<file path="src/design/spr_map.svh">
`ifndef SPR_MAP_SVH
`define SPR_MAP_SVH
// register byte addresses (gate register at its printed address)
`define SPR_ADDR_CLOCK_GATE 8'h64
`define SPR_ADDR_SLEEP_CTRL 8'h68
`define SPR_ADDR_CORE_CTRL 8'h6c
`define SPR_ADDR_STATUS 8'h70
// sleep control fields
`define SPR_SLEEP_ENABLE_BIT 0
`define SPR_SLEEP_MODE_LSB 1
// core control fields
`define SPR_BOD_OFF_BIT 6
`define SPR_BOD_UNLOCK_BIT 5
// clock gate fields
`define SPR_GATE_TWO_WIRE 7
`define SPR_GATE_TIMER_TWO 6
`define SPR_GATE_TIMER_ZERO 5
`define SPR_GATE_RESERVED 4
`define SPR_GATE_TIMER_ONE 3
`define SPR_GATE_SERIAL_PERIPH 2
`define SPR_GATE_SERIAL_PORT 1
`define SPR_GATE_CONVERTER 0
// reset values and masks
`define SPR_CLOCK_GATE_RESET 8'h00
`define SPR_CLOCK_GATE_WMASK 8'hef
`define SPR_SLEEP_CTRL_RESET 8'h00
`define SPR_CORE_CTRL_RESET 8'h00
// timing counts in clock cycles
`define SPR_UNLOCK_WINDOW 3'd4
`define SPR_BOD_ARM_DELAY 3'd3
`define SPR_BOD_HOLD 3'd3
`define SPR_RELEASE_DELAY_DEFAULT 16'd64
`endif

</file>
<file path="src/design/spr_pkg.sv">
package spr_pkg;
    typedef enum logic [2:0] {
        SLP_IDLE = 3'h0,
        SLP_NOISE_REDUCE = 3'h1,
        SLP_POWER_DOWN = 3'h2,
        SLP_POWER_SAVE = 3'h3,
        SLP_RSVD_A = 3'h4,
        SLP_RSVD_B = 3'h5,
        SLP_STANDBY = 3'h6,
        SLP_EXT_STANDBY = 3'h7
    } spr_sleep_mode_type;

    typedef enum logic [1:0] {
        BOD_IDLE = 2'b00,
        BOD_UNLOCKED = 2'b01,
        BOD_ARMING = 2'b10,
        BOD_ACTIVE = 2'b11
    } spr_bod_state_type;

    // sleep request sent to the clock/power controller
    typedef struct packed {
        logic sleeping;
        spr_sleep_mode_type mode;
        logic bod_off;
    } spr_sleep_type;

    // per-peripheral clock enables
    typedef struct packed {
        logic two_wire_unit;
        logic timer_two;
        logic timer_zero;
        logic timer_one;
        logic serial_peripheral;
        logic serial_port;
        logic converter;
    } spr_clk_en_type;
endpackage

</file>
<file path="src/design/spr_sleep_power_reset.sv">
// The Avalon-MM register port was chosen for this implementation.
`timescale 1ns/1ns
// Contract
// - sleep instruction enters selected mode only when sleep-enable bit is one
// - brown-out-sleep set needs both-bits write then bit-only write within four cycles
// - brown-out-sleep goes active three cycles after set, clears three cycles later
// - detector off in sleep only if sleep executes while brown-out-sleep active
// - brown-out-sleep at bit 6, unlock at bit 5; absent on non-low-power variants
// - gate register at 0x64 resets to zero; bit 4 reads zero
// - gate bit 7 stops two-wire unit clock
// - gate bit 6 stops timer two only in synchronous mode
// - gate bit 5 stops timer zero, bit 3 timer one; resume unchanged
// - gate bit 2 stops serial peripheral clock
// - gate bit 1 stops serial port clock
// - gate bit 0 shuts converter; comparator loses converter input multiplexer
// - any reset returns registers to initial values; restart from reset vector; here the reset-cause flags at 0x70 clear only on i_rst
// - ports reset at once on any source, with no clock needed; here o_port_reset is registered after the synchronisers, four clock edges late
// - after all sources deassert, delay counter holds internal reset for time-out
// - reset combines power-on, pin, watchdog and enabled brown-out
// - power-on drop reasserts reset at once; release passes the delay counter; here the drop passes a clocked two-stage synchroniser
// - long pin low resets without clock; fuse can disable pin reset; here the pin passes a clocked two-stage synchroniser
// - enabled detector trip resets at once; release after time-out; here the trip passes a clocked two-stage synchroniser
// - watchdog pulse of one cycle; time-out counted from its falling edge
// - sleep mode select bits 3:1 choose six modes; two codes reserved
// - gated peripheral frozen, registers inaccessible; clearing restores state
`include "spr_map.svh"
module spr_sleep_power_reset #(
    parameter bit LOW_POWER_VARIANT = 1'b1,
    parameter int DELAY_WIDTH = 16
) (
    // clock and bus reset
    input wire logic i_ref_clk,
    input wire logic i_rst,
    // avalon-mm slave
    input wire logic [7:0] i_address,
    input wire logic i_read,
    input wire logic i_write,
    input wire logic [31:0] i_writedata,
    output logic [31:0] o_readdata,
    output logic o_waitrequest,
    // reset sources
    input wire logic i_power_ok,
    input wire logic i_reset_pin_n,
    input wire logic i_watchdog_reset,
    input wire logic i_brownout_trip,
    input wire logic i_brownout_enable_fuse,
    input wire logic i_pin_reset_disable_fuse,
    input wire logic [DELAY_WIDTH-1:0] i_release_delay_period,
    // core side
    input wire logic i_sleep_instr,
    input wire logic i_wake,
    input wire logic i_timer_two_async_select,
    input wire logic [7:0] i_gated_access_mask,
    // outputs
    output logic o_port_reset,
    output logic o_core_reset,
    output spr_pkg::spr_sleep_type o_sleep,
    output spr_pkg::spr_clk_en_type o_clk_en,
    output logic o_comparator_mux_allow,
    output logic [7:0] o_gated_access_block
);
    initial begin
        if (DELAY_WIDTH < 2 || DELAY_WIDTH > 32) begin
            $error("DELAY_WIDTH must be 2..32");
        end
    end

    // synchronised pin, analog and watchdog source levels
    logic [1:0] pin_sync_q;
    logic [1:0] pwr_sync_q;
    logic [1:0] bod_sync_q;
    logic [1:0] wdt_sync_q;
    logic src_any;
    logic [7:0] gate_q;
    logic [7:0] sleep_ctrl_q;
    spr_pkg::spr_bod_state_type bod_state_q;
    logic [2:0] bod_cnt_q;
    logic [DELAY_WIDTH-1:0] delay_q;
    logic core_reset_q;
    logic port_reset_q;
    logic sleeping_q;
    spr_pkg::spr_sleep_mode_type mode_q;
    logic bod_off_q;
    logic [31:0] readdata_q;
    logic waitreq_q;
    logic [3:0] flags_q;
    logic [7:0] wbyte;

    function automatic logic hit(input logic [7:0] a, input logic [7:0] b);
        return a == b;
    endfunction

    // two-stage synchronisers; first stage feeds only the second
    always_ff @(posedge i_ref_clk) begin
        pin_sync_q <= {pin_sync_q[0], i_reset_pin_n};
        pwr_sync_q <= {pwr_sync_q[0], i_power_ok};
        bod_sync_q <= {bod_sync_q[0], i_brownout_trip};
        wdt_sync_q <= {wdt_sync_q[0], i_watchdog_reset};
    end

    // combine the four sources
    always_comb begin
        src_any = !pwr_sync_q[1];
        src_any = src_any | (!pin_sync_q[1] & !i_pin_reset_disable_fuse);
        src_any = src_any | wdt_sync_q[1];
        src_any = src_any | (bod_sync_q[1] & i_brownout_enable_fuse);
    end

    // port_reset_q follows the synchronised sources and i_rst; it is registered here
    // and again at the output, which holds it low while i_rst is high, so it needs the clock
    always_ff @(posedge i_ref_clk) begin
        port_reset_q <= src_any | i_rst;
    end

    // delay counter stretching the internal reset
    always_ff @(posedge i_ref_clk) begin
        if (i_rst || src_any) begin
            delay_q <= i_release_delay_period;
            core_reset_q <= 1'b1;
        end else if (delay_q != '0) begin
            delay_q <= delay_q - 1'b1;
            core_reset_q <= 1'b1;
        end else begin
            core_reset_q <= 1'b0;
        end
    end

    // bus handshake: one wait cycle, then answer
    assign wbyte = i_writedata[7:0];
    always_ff @(posedge i_ref_clk) begin
        if (i_rst) begin
            waitreq_q <= 1'b1;
        end else if ((i_read || i_write) && waitreq_q) begin
            waitreq_q <= 1'b0;
        end else begin
            waitreq_q <= 1'b1;
        end
    end
    assign o_waitrequest = waitreq_q;

    // clock gate register
    always_ff @(posedge i_ref_clk) begin
        if (i_rst || core_reset_q) begin
            gate_q <= `SPR_CLOCK_GATE_RESET;
        end else if (i_write && !waitreq_q && hit(i_address, `SPR_ADDR_CLOCK_GATE)) begin
            gate_q <= wbyte & `SPR_CLOCK_GATE_WMASK;
        end
    end

    // sleep control register
    always_ff @(posedge i_ref_clk) begin
        if (i_rst || core_reset_q) begin
            sleep_ctrl_q <= `SPR_SLEEP_CTRL_RESET;
        end else if (i_write && !waitreq_q && hit(i_address, `SPR_ADDR_SLEEP_CTRL)) begin
            sleep_ctrl_q <= {4'h0, wbyte[3:0]};
        end
    end

    // brown-out-sleep timed sequence
    always_ff @(posedge i_ref_clk) begin
        if (i_rst || core_reset_q || !LOW_POWER_VARIANT) begin
            bod_state_q <= spr_pkg::BOD_IDLE;
            bod_cnt_q <= 3'd0;
        end else begin
            unique case (bod_state_q)
                spr_pkg::BOD_IDLE: begin
                    if (i_write && !waitreq_q && hit(i_address, `SPR_ADDR_CORE_CTRL)
                            && wbyte[`SPR_BOD_OFF_BIT] && wbyte[`SPR_BOD_UNLOCK_BIT]) begin
                        bod_state_q <= spr_pkg::BOD_UNLOCKED;
                        bod_cnt_q <= `SPR_UNLOCK_WINDOW;
                    end
                end
                spr_pkg::BOD_UNLOCKED: begin
                    if (i_write && !waitreq_q && hit(i_address, `SPR_ADDR_CORE_CTRL)
                            && wbyte[`SPR_BOD_OFF_BIT] && !wbyte[`SPR_BOD_UNLOCK_BIT]) begin
                        bod_state_q <= spr_pkg::BOD_ARMING;
                        bod_cnt_q <= `SPR_BOD_ARM_DELAY;
                    end else if (bod_cnt_q <= 3'd1) begin
                        bod_state_q <= spr_pkg::BOD_IDLE; // window lapsed
                    end else begin
                        bod_cnt_q <= bod_cnt_q - 3'd1;
                    end
                end
                spr_pkg::BOD_ARMING: begin
                    if (bod_cnt_q <= 3'd1) begin
                        bod_state_q <= spr_pkg::BOD_ACTIVE;
                        bod_cnt_q <= `SPR_BOD_HOLD;
                    end else begin
                        bod_cnt_q <= bod_cnt_q - 3'd1;
                    end
                end
                spr_pkg::BOD_ACTIVE: begin
                    if (bod_cnt_q <= 3'd1) begin
                        bod_state_q <= spr_pkg::BOD_IDLE;
                    end else begin
                        bod_cnt_q <= bod_cnt_q - 3'd1;
                    end
                end
            endcase
        end
    end

    // sleep entry and wake
    always_ff @(posedge i_ref_clk) begin
        if (i_rst || core_reset_q) begin
            sleeping_q <= 1'b0;
            mode_q <= spr_pkg::SLP_IDLE;
            bod_off_q <= 1'b0;
        end else if (sleeping_q) begin
            if (i_wake) begin
                sleeping_q <= 1'b0;
                bod_off_q <= 1'b0;
            end
        end else if (i_sleep_instr && sleep_ctrl_q[`SPR_SLEEP_ENABLE_BIT]) begin
            sleeping_q <= 1'b1;
            mode_q <= spr_pkg::spr_sleep_mode_type'(sleep_ctrl_q[3:1]);
            bod_off_q <= (bod_state_q == spr_pkg::BOD_ACTIVE);
        end
    end

    // last reset causes, cleared by writing zero
    always_ff @(posedge i_ref_clk) begin
        if (i_rst) begin
            flags_q <= 4'h0;
        end else begin
            if (i_write && !waitreq_q && hit(i_address, `SPR_ADDR_STATUS)) begin
                flags_q <= flags_q & wbyte[3:0];
            end
            if (!pwr_sync_q[1]) flags_q[0] <= 1'b1;
            if (!pin_sync_q[1] && !i_pin_reset_disable_fuse) flags_q[1] <= 1'b1;
            if (bod_sync_q[1] && i_brownout_enable_fuse) flags_q[2] <= 1'b1;
            if (wdt_sync_q[1]) flags_q[3] <= 1'b1;
        end
    end

    // read data, unmapped reads as zero
    always_ff @(posedge i_ref_clk) begin
        if (i_rst) begin
            readdata_q <= 32'h0;
        end else if (i_read && waitreq_q) begin
            unique case (i_address)
                `SPR_ADDR_CLOCK_GATE: readdata_q <= {24'h0, gate_q};
                `SPR_ADDR_SLEEP_CTRL: readdata_q <= {24'h0, sleep_ctrl_q};
                `SPR_ADDR_CORE_CTRL: readdata_q <= {25'h0,
                    bod_state_q == spr_pkg::BOD_ACTIVE, 6'h0};
                `SPR_ADDR_STATUS: readdata_q <= {28'h0, flags_q};
                default: readdata_q <= 32'h0;
            endcase
        end
    end
    assign o_readdata = readdata_q;

    // registered outputs: resets, sleep request, clock enables
    always_ff @(posedge i_ref_clk) begin
        o_port_reset <= 1'b0;
        o_core_reset <= 1'b1;
        o_sleep <= '0;
        o_clk_en <= '0;
        o_comparator_mux_allow <= 1'b0;
        o_gated_access_block <= 8'h00;
        if (!i_rst) begin
            o_port_reset <= port_reset_q;
            o_core_reset <= core_reset_q;
            o_sleep <= '{sleeping: sleeping_q, mode: mode_q, bod_off: bod_off_q};
            o_clk_en.two_wire_unit <= !gate_q[`SPR_GATE_TWO_WIRE];
            o_clk_en.timer_two <= !(gate_q[`SPR_GATE_TIMER_TWO]
                && !i_timer_two_async_select);
            o_clk_en.timer_zero <= !gate_q[`SPR_GATE_TIMER_ZERO];
            o_clk_en.timer_one <= !gate_q[`SPR_GATE_TIMER_ONE];
            o_clk_en.serial_peripheral <= !gate_q[`SPR_GATE_SERIAL_PERIPH];
            o_clk_en.serial_port <= !gate_q[`SPR_GATE_SERIAL_PORT];
            o_clk_en.converter <= !gate_q[`SPR_GATE_CONVERTER];
            o_comparator_mux_allow <= !gate_q[`SPR_GATE_CONVERTER];
            o_gated_access_block <= gate_q & i_gated_access_mask;
        end
    end
endmodule // spr_sleep_power_reset

</file>
<file path="config.mk">
export PLATFORM = sky130hd
export DESIGN_NAME = spr_sleep_power_reset
export DESIGN_NICKNAME = d
export VERILOG_FILES = /design/src/design/spr_pkg.sv /design/src/design/spr_sleep_power_reset.sv
export VERILOG_INCLUDE_DIRS = /design/src /design/src/design
export SDC_FILE = /design/constraint.sdc
export NUM_CORES = 1
export LEC_CHECK = 0
export ABC_AREA = 1
export ABC_CLOCK_PERIOD_IN_PS = 2000
export BUFFER_PORTS_ARGS = -buffer_cell sky130_fd_sc_hd__buf_2
export CAP_MARGIN = 20
export CORE_ASPECT_RATIO = 1.25
export CORE_MARGIN = 1.5
export CORE_UTILIZATION = 40
export CTS_CLUSTER_DIAMETER = 100
export CTS_CLUSTER_SIZE = 25
export DETAILED_ROUTE_END_ITERATION = 8
export HOLD_SLACK_MARGIN = 0.08
export PLACE_DENSITY_LB_ADDON = 0.05
export SYNTH_ARGS = -nofsm -noshare
export SYNTH_HDL_FRONTEND = slang
export SYNTH_SLANG_ARGS = --single-unit
</file>
<file path="constraint.sdc">
create_clock -name i_ref_clk -period 2 [get_ports i_ref_clk]
set_input_delay 0.3 -clock i_ref_clk [delete_from_list [all_inputs] [get_ports i_ref_clk]]
set_output_delay 0.3 -clock i_ref_clk [all_outputs]
set_load 0.02 [all_outputs]
</file>
==> out/qor.csv <==
stage;metric;value;unit
outcome;status;completed;
sta;finalClockSkew;8.15;ps
global_routing;grt_overflow_total;0;
die;fp.dieH;111;µm
power_and_ir_drop;seqPwrFrac;48.1;%
die;io-pin-count;133;
power_and_ir_drop;power_per_cell_area;798;nW/µm²
synth;syn_area_per_cell;7.99;µm²
synth;synth-compound-area-share;8.55;%
synth;synthSimpleGateAreaFrac;29.6;%
setup_path;critical-path-top-delay-family;simple AND/OR/NAND/NOR gates;
power_and_ir_drop;internal_power;2670;µW
cts;cts_resized;0;
place;dp_hpwl;5.96;mm
setup_path;worstPathArrival;1870;ps
cts;clk_latency;340;ps
cts;cts_tree;built;
sta;tns;0;ps
cts;root_buffer;clkbuf_16;
detailed_routing;wirelength;7.87;mm
die;core_area;9130;µm²
power_and_ir_drop;total_leakage_power;0.00210;µW
cts;cts_buffers;9;
power_and_ir_drop;p_sw_share;26.2;%
layout;num_antenna_cells;0;
sta;slew_violations;0;
layout;final_common_cell;nand2_1;
detailed_routing;ant_nets;0;
cts;cts.sinks;80;
die;die_width;89.7;µm
layout;area_growth_syn_to_layout;20.4;%
layout;fin_nets;643;
setup_path;cp_max_fo;9;
detailed_routing;vias;3120;
detailed_routing;drc;0;
cts;htree_levels;3;
sta;finalCritPeriodShare;88.8;%
layout;drive_gt1_share;23.3;%
place;place_congestion;0.799;
layout;post-route-util;49.6;%
synth;syn-cell-area;3760;µm²
layout;filler_cell_count;928;
sta;setup-violations-final;0;
synth;ys_ff_latch;80;
layout;final_cell_mix;nand2_1 (105), buf_2 (80), dfxtp_1 (64);
sta;fmaxAchievable;563;MHz
cts;clkSlewWorstSetupHoldPaths;70;ps
detailed_routing;dr.first_iter.drc_count;106;
setup_path;path_cells;inv_1, ha_1, nand2_1, nor4_1, nand4_1, buf_4;
place;numPortBuffers;80;
global_routing;grt_max_degree;32;
setup_path;cp_slowest_stage_delay;440;ps
setup_path;cp_slowest_cell;edfxtp_1;
synth;yosys-mux-area-fraction;0;%
power_and_ir_drop;vdd_drop_max;0.413;mV
setup_path;required;2090;ps
detailed_routing;wl_per_cell;11.4;µm
power_and_ir_drop;p_switching;945;µW
cts;cts_setup_buffers;0;
sta;period_minus_slack;1780;ps
power_and_ir_drop;pwr-share-comb;8.4;%
global_routing;first_global_vias;2971;
global_routing;antenna_found_initial;0;
power_and_ir_drop;power.share.clock;43.5;%
sta;timing.final.hold_violations;0;
synth;seq_area_frac_synth;46.8;%
synth;synth_adder_area_share;1.66;%
setup_path;startpoint_type;flop;
global_routing;grt_pass1_wl;13.6;mm
synth;syn_inst;471;
setup_path;criticalPathCategory;flop to flop;
sta;rsz0062_at_grt;false;
worst_hold_path;hp-class;input port to flop;
sta;whs;166;ps
synth;synthXorXnorAreaFrac;1.86;%
run;cap_violations;0;
setup_path;path_buf_inv;2;
detailed_routing;first_pass_iters;4;
cts;cts_max_path_buffers;2;
synth;yosysWarnings;0;
die;rows;39;
die;fp.dieArea;10000;µm²
global_routing;grt_usage;17.0;%
synth;synth.distinct_cells;39;
detailed_routing;avgViaCountPerCell;4.53;
setup_path;cp-end-kind;flop;
synth;synth_top_family_by_area;simple AND/OR/NAND/NOR gates;
die;start_util;41.2;%
## layout make-up
class / count / area, µm² / area share (%)
sequential: 80 / 1760 / 38.9
multi-input combinational: 335 / 1670 / 36.8
timing repair buffer: 89 / 478 / 10.6
clock buffer: 9 / 225 / 4.97
inverter: 46 / 183 / 4.03
tap: 123 / 154 / 3.40
clock inverter: 7 / 60.1 / 1.33
## per-layer routing
metal  GRT usage, %  vias to the layer above  routed length [µm]
met5              0                        -                   0
met1           21.2                     1389                3660
met4           6.77                        0                 146
met2           28.2                       76                3710
li1               -                     1642                   -
met3           4.44                       13                 352
## worst paths after layout
kind | slack [ps] | endpoint | cells past startpoint | start
worst max-delay path | 220 | delay_q[3] | 6 | delay_q[0]
worst min-delay path | 170 | o_clk_en[5] | 3 | i_timer_two_async_select
worst max register to register | 220 | delay_q[3] | 6 | delay_q[0]
worst min register to register | 330 | pin_sync_q[1] | 0 | pin_sync_q[0]
## flip-flops by register name (all words and copies together) (netlist names)
name                    count
bod_cnt_q                   3
bod_off_q                   1
bod_state_q                 2
bod_sync_q                  2
core_reset_q                1
delay_q                    16
flags_q                     4
gate_q                      7
mode_q                      3
o_clk_en                    6
o_comparator_mux_allow      1
o_core_reset                1
o_gated_access_block        7
o_port_reset                1
o_readdata                  7
o_sleep                     5
o_waitrequest               1
pin_sync_q                  2
port_reset_q                1
pwr_sync_q                  2
sleep_ctrl_q                4
sleeping_q                  1
wdt_sync_q                  2
## timing repair
| action | in CTS | in global routing |
|---|---|---|
| hold buffers | 4 | 0 |
| endpoints found under the hold margin | 4 | 0 |
| setup endpoints to repair | 0 | 0 |
## stage by stage
stage / setup WS [ps] / std cells / power, µW / area [µm²]
2_1_floorplan: 3.51 / 496 / 2000 / 3850
3_3_place_gp: 272 / 669 / 2070 / 4200
3_5_place_dp: 248 / 669 / 2070 / 4200
4_1_cts: 229 / 689 / 3650 / 4530
5_1_grt: 29.9 / 689 / 3780 / 4530
6_report: 225 / 689 / 3610 / 4530
## cell families (layout without fill, tap and decap cells)
logic type	Yosys count	in the layout
AND/OR/NAND/NOR	237	237
buffers and inverters	81	151
flip-flops	80	80
AO/OA/AOI/OAI	59	59
XOR/XNOR	8	8
adder cells (fa/ha/maj)	5	5
other	1	26
## synthesized netlist by cell type
cell	number	area, µm²
a21o_1	1	7.51
a21oi_1	25	125
a21oi_2	2	17.5
a31oi_1	3	18.8
buf_2	3	15.0
buf_4	29	218
clkbuf_1	3	11.3
clkinv_1	1	3.75
clkinv_4	1	8.76
conb_1	1	3.75
dfxtp_1	64	1280
edfxtp_1	16	480
ha_1	5	62.6
inv_1	39	146
inv_2	4	15.0
inv_6	1	8.76
nand2_1	105	394
nand2_2	3	18.8
nand2_4	2	22.5
nand3_1	38	190
nand3_2	3	30.0
nand3_4	1	17.5
nand3b_1	2	15.0
nand4_1	3	18.8
nor2_1	63	236
nor2_2	3	18.8
nor2_4	7	78.8
nor2_8	2	40.0
nor3_1	1	5.00
nor3_2	1	10.0
nor4_1	1	6.26
o211ai_1	1	7.51
o21a_1	4	30.0
o21ai_0	12	60.1
o21ai_1	11	55.1
or2_1	1	6.26
or2_2	1	6.26
xnor2_1	4	35.0
xor2_1	4	35.0
## worst min-delay path: stages
cell and delay (ps):
buf_2 70, nor2_1 30, nor2_1 60
## power groups by stage
stage,logic (µW),registers [µW],clock network (µW)
3_3_place_gp,296,1770,0
3_5_place_dp,299,1770,0
6_report,303,1740,1570
5_1_grt,342,1740,1690
2_1_floorplan,223,1780,0
4_1_cts,306,1740,1610
No activity file was read; power rests on OpenSTA's default activity.
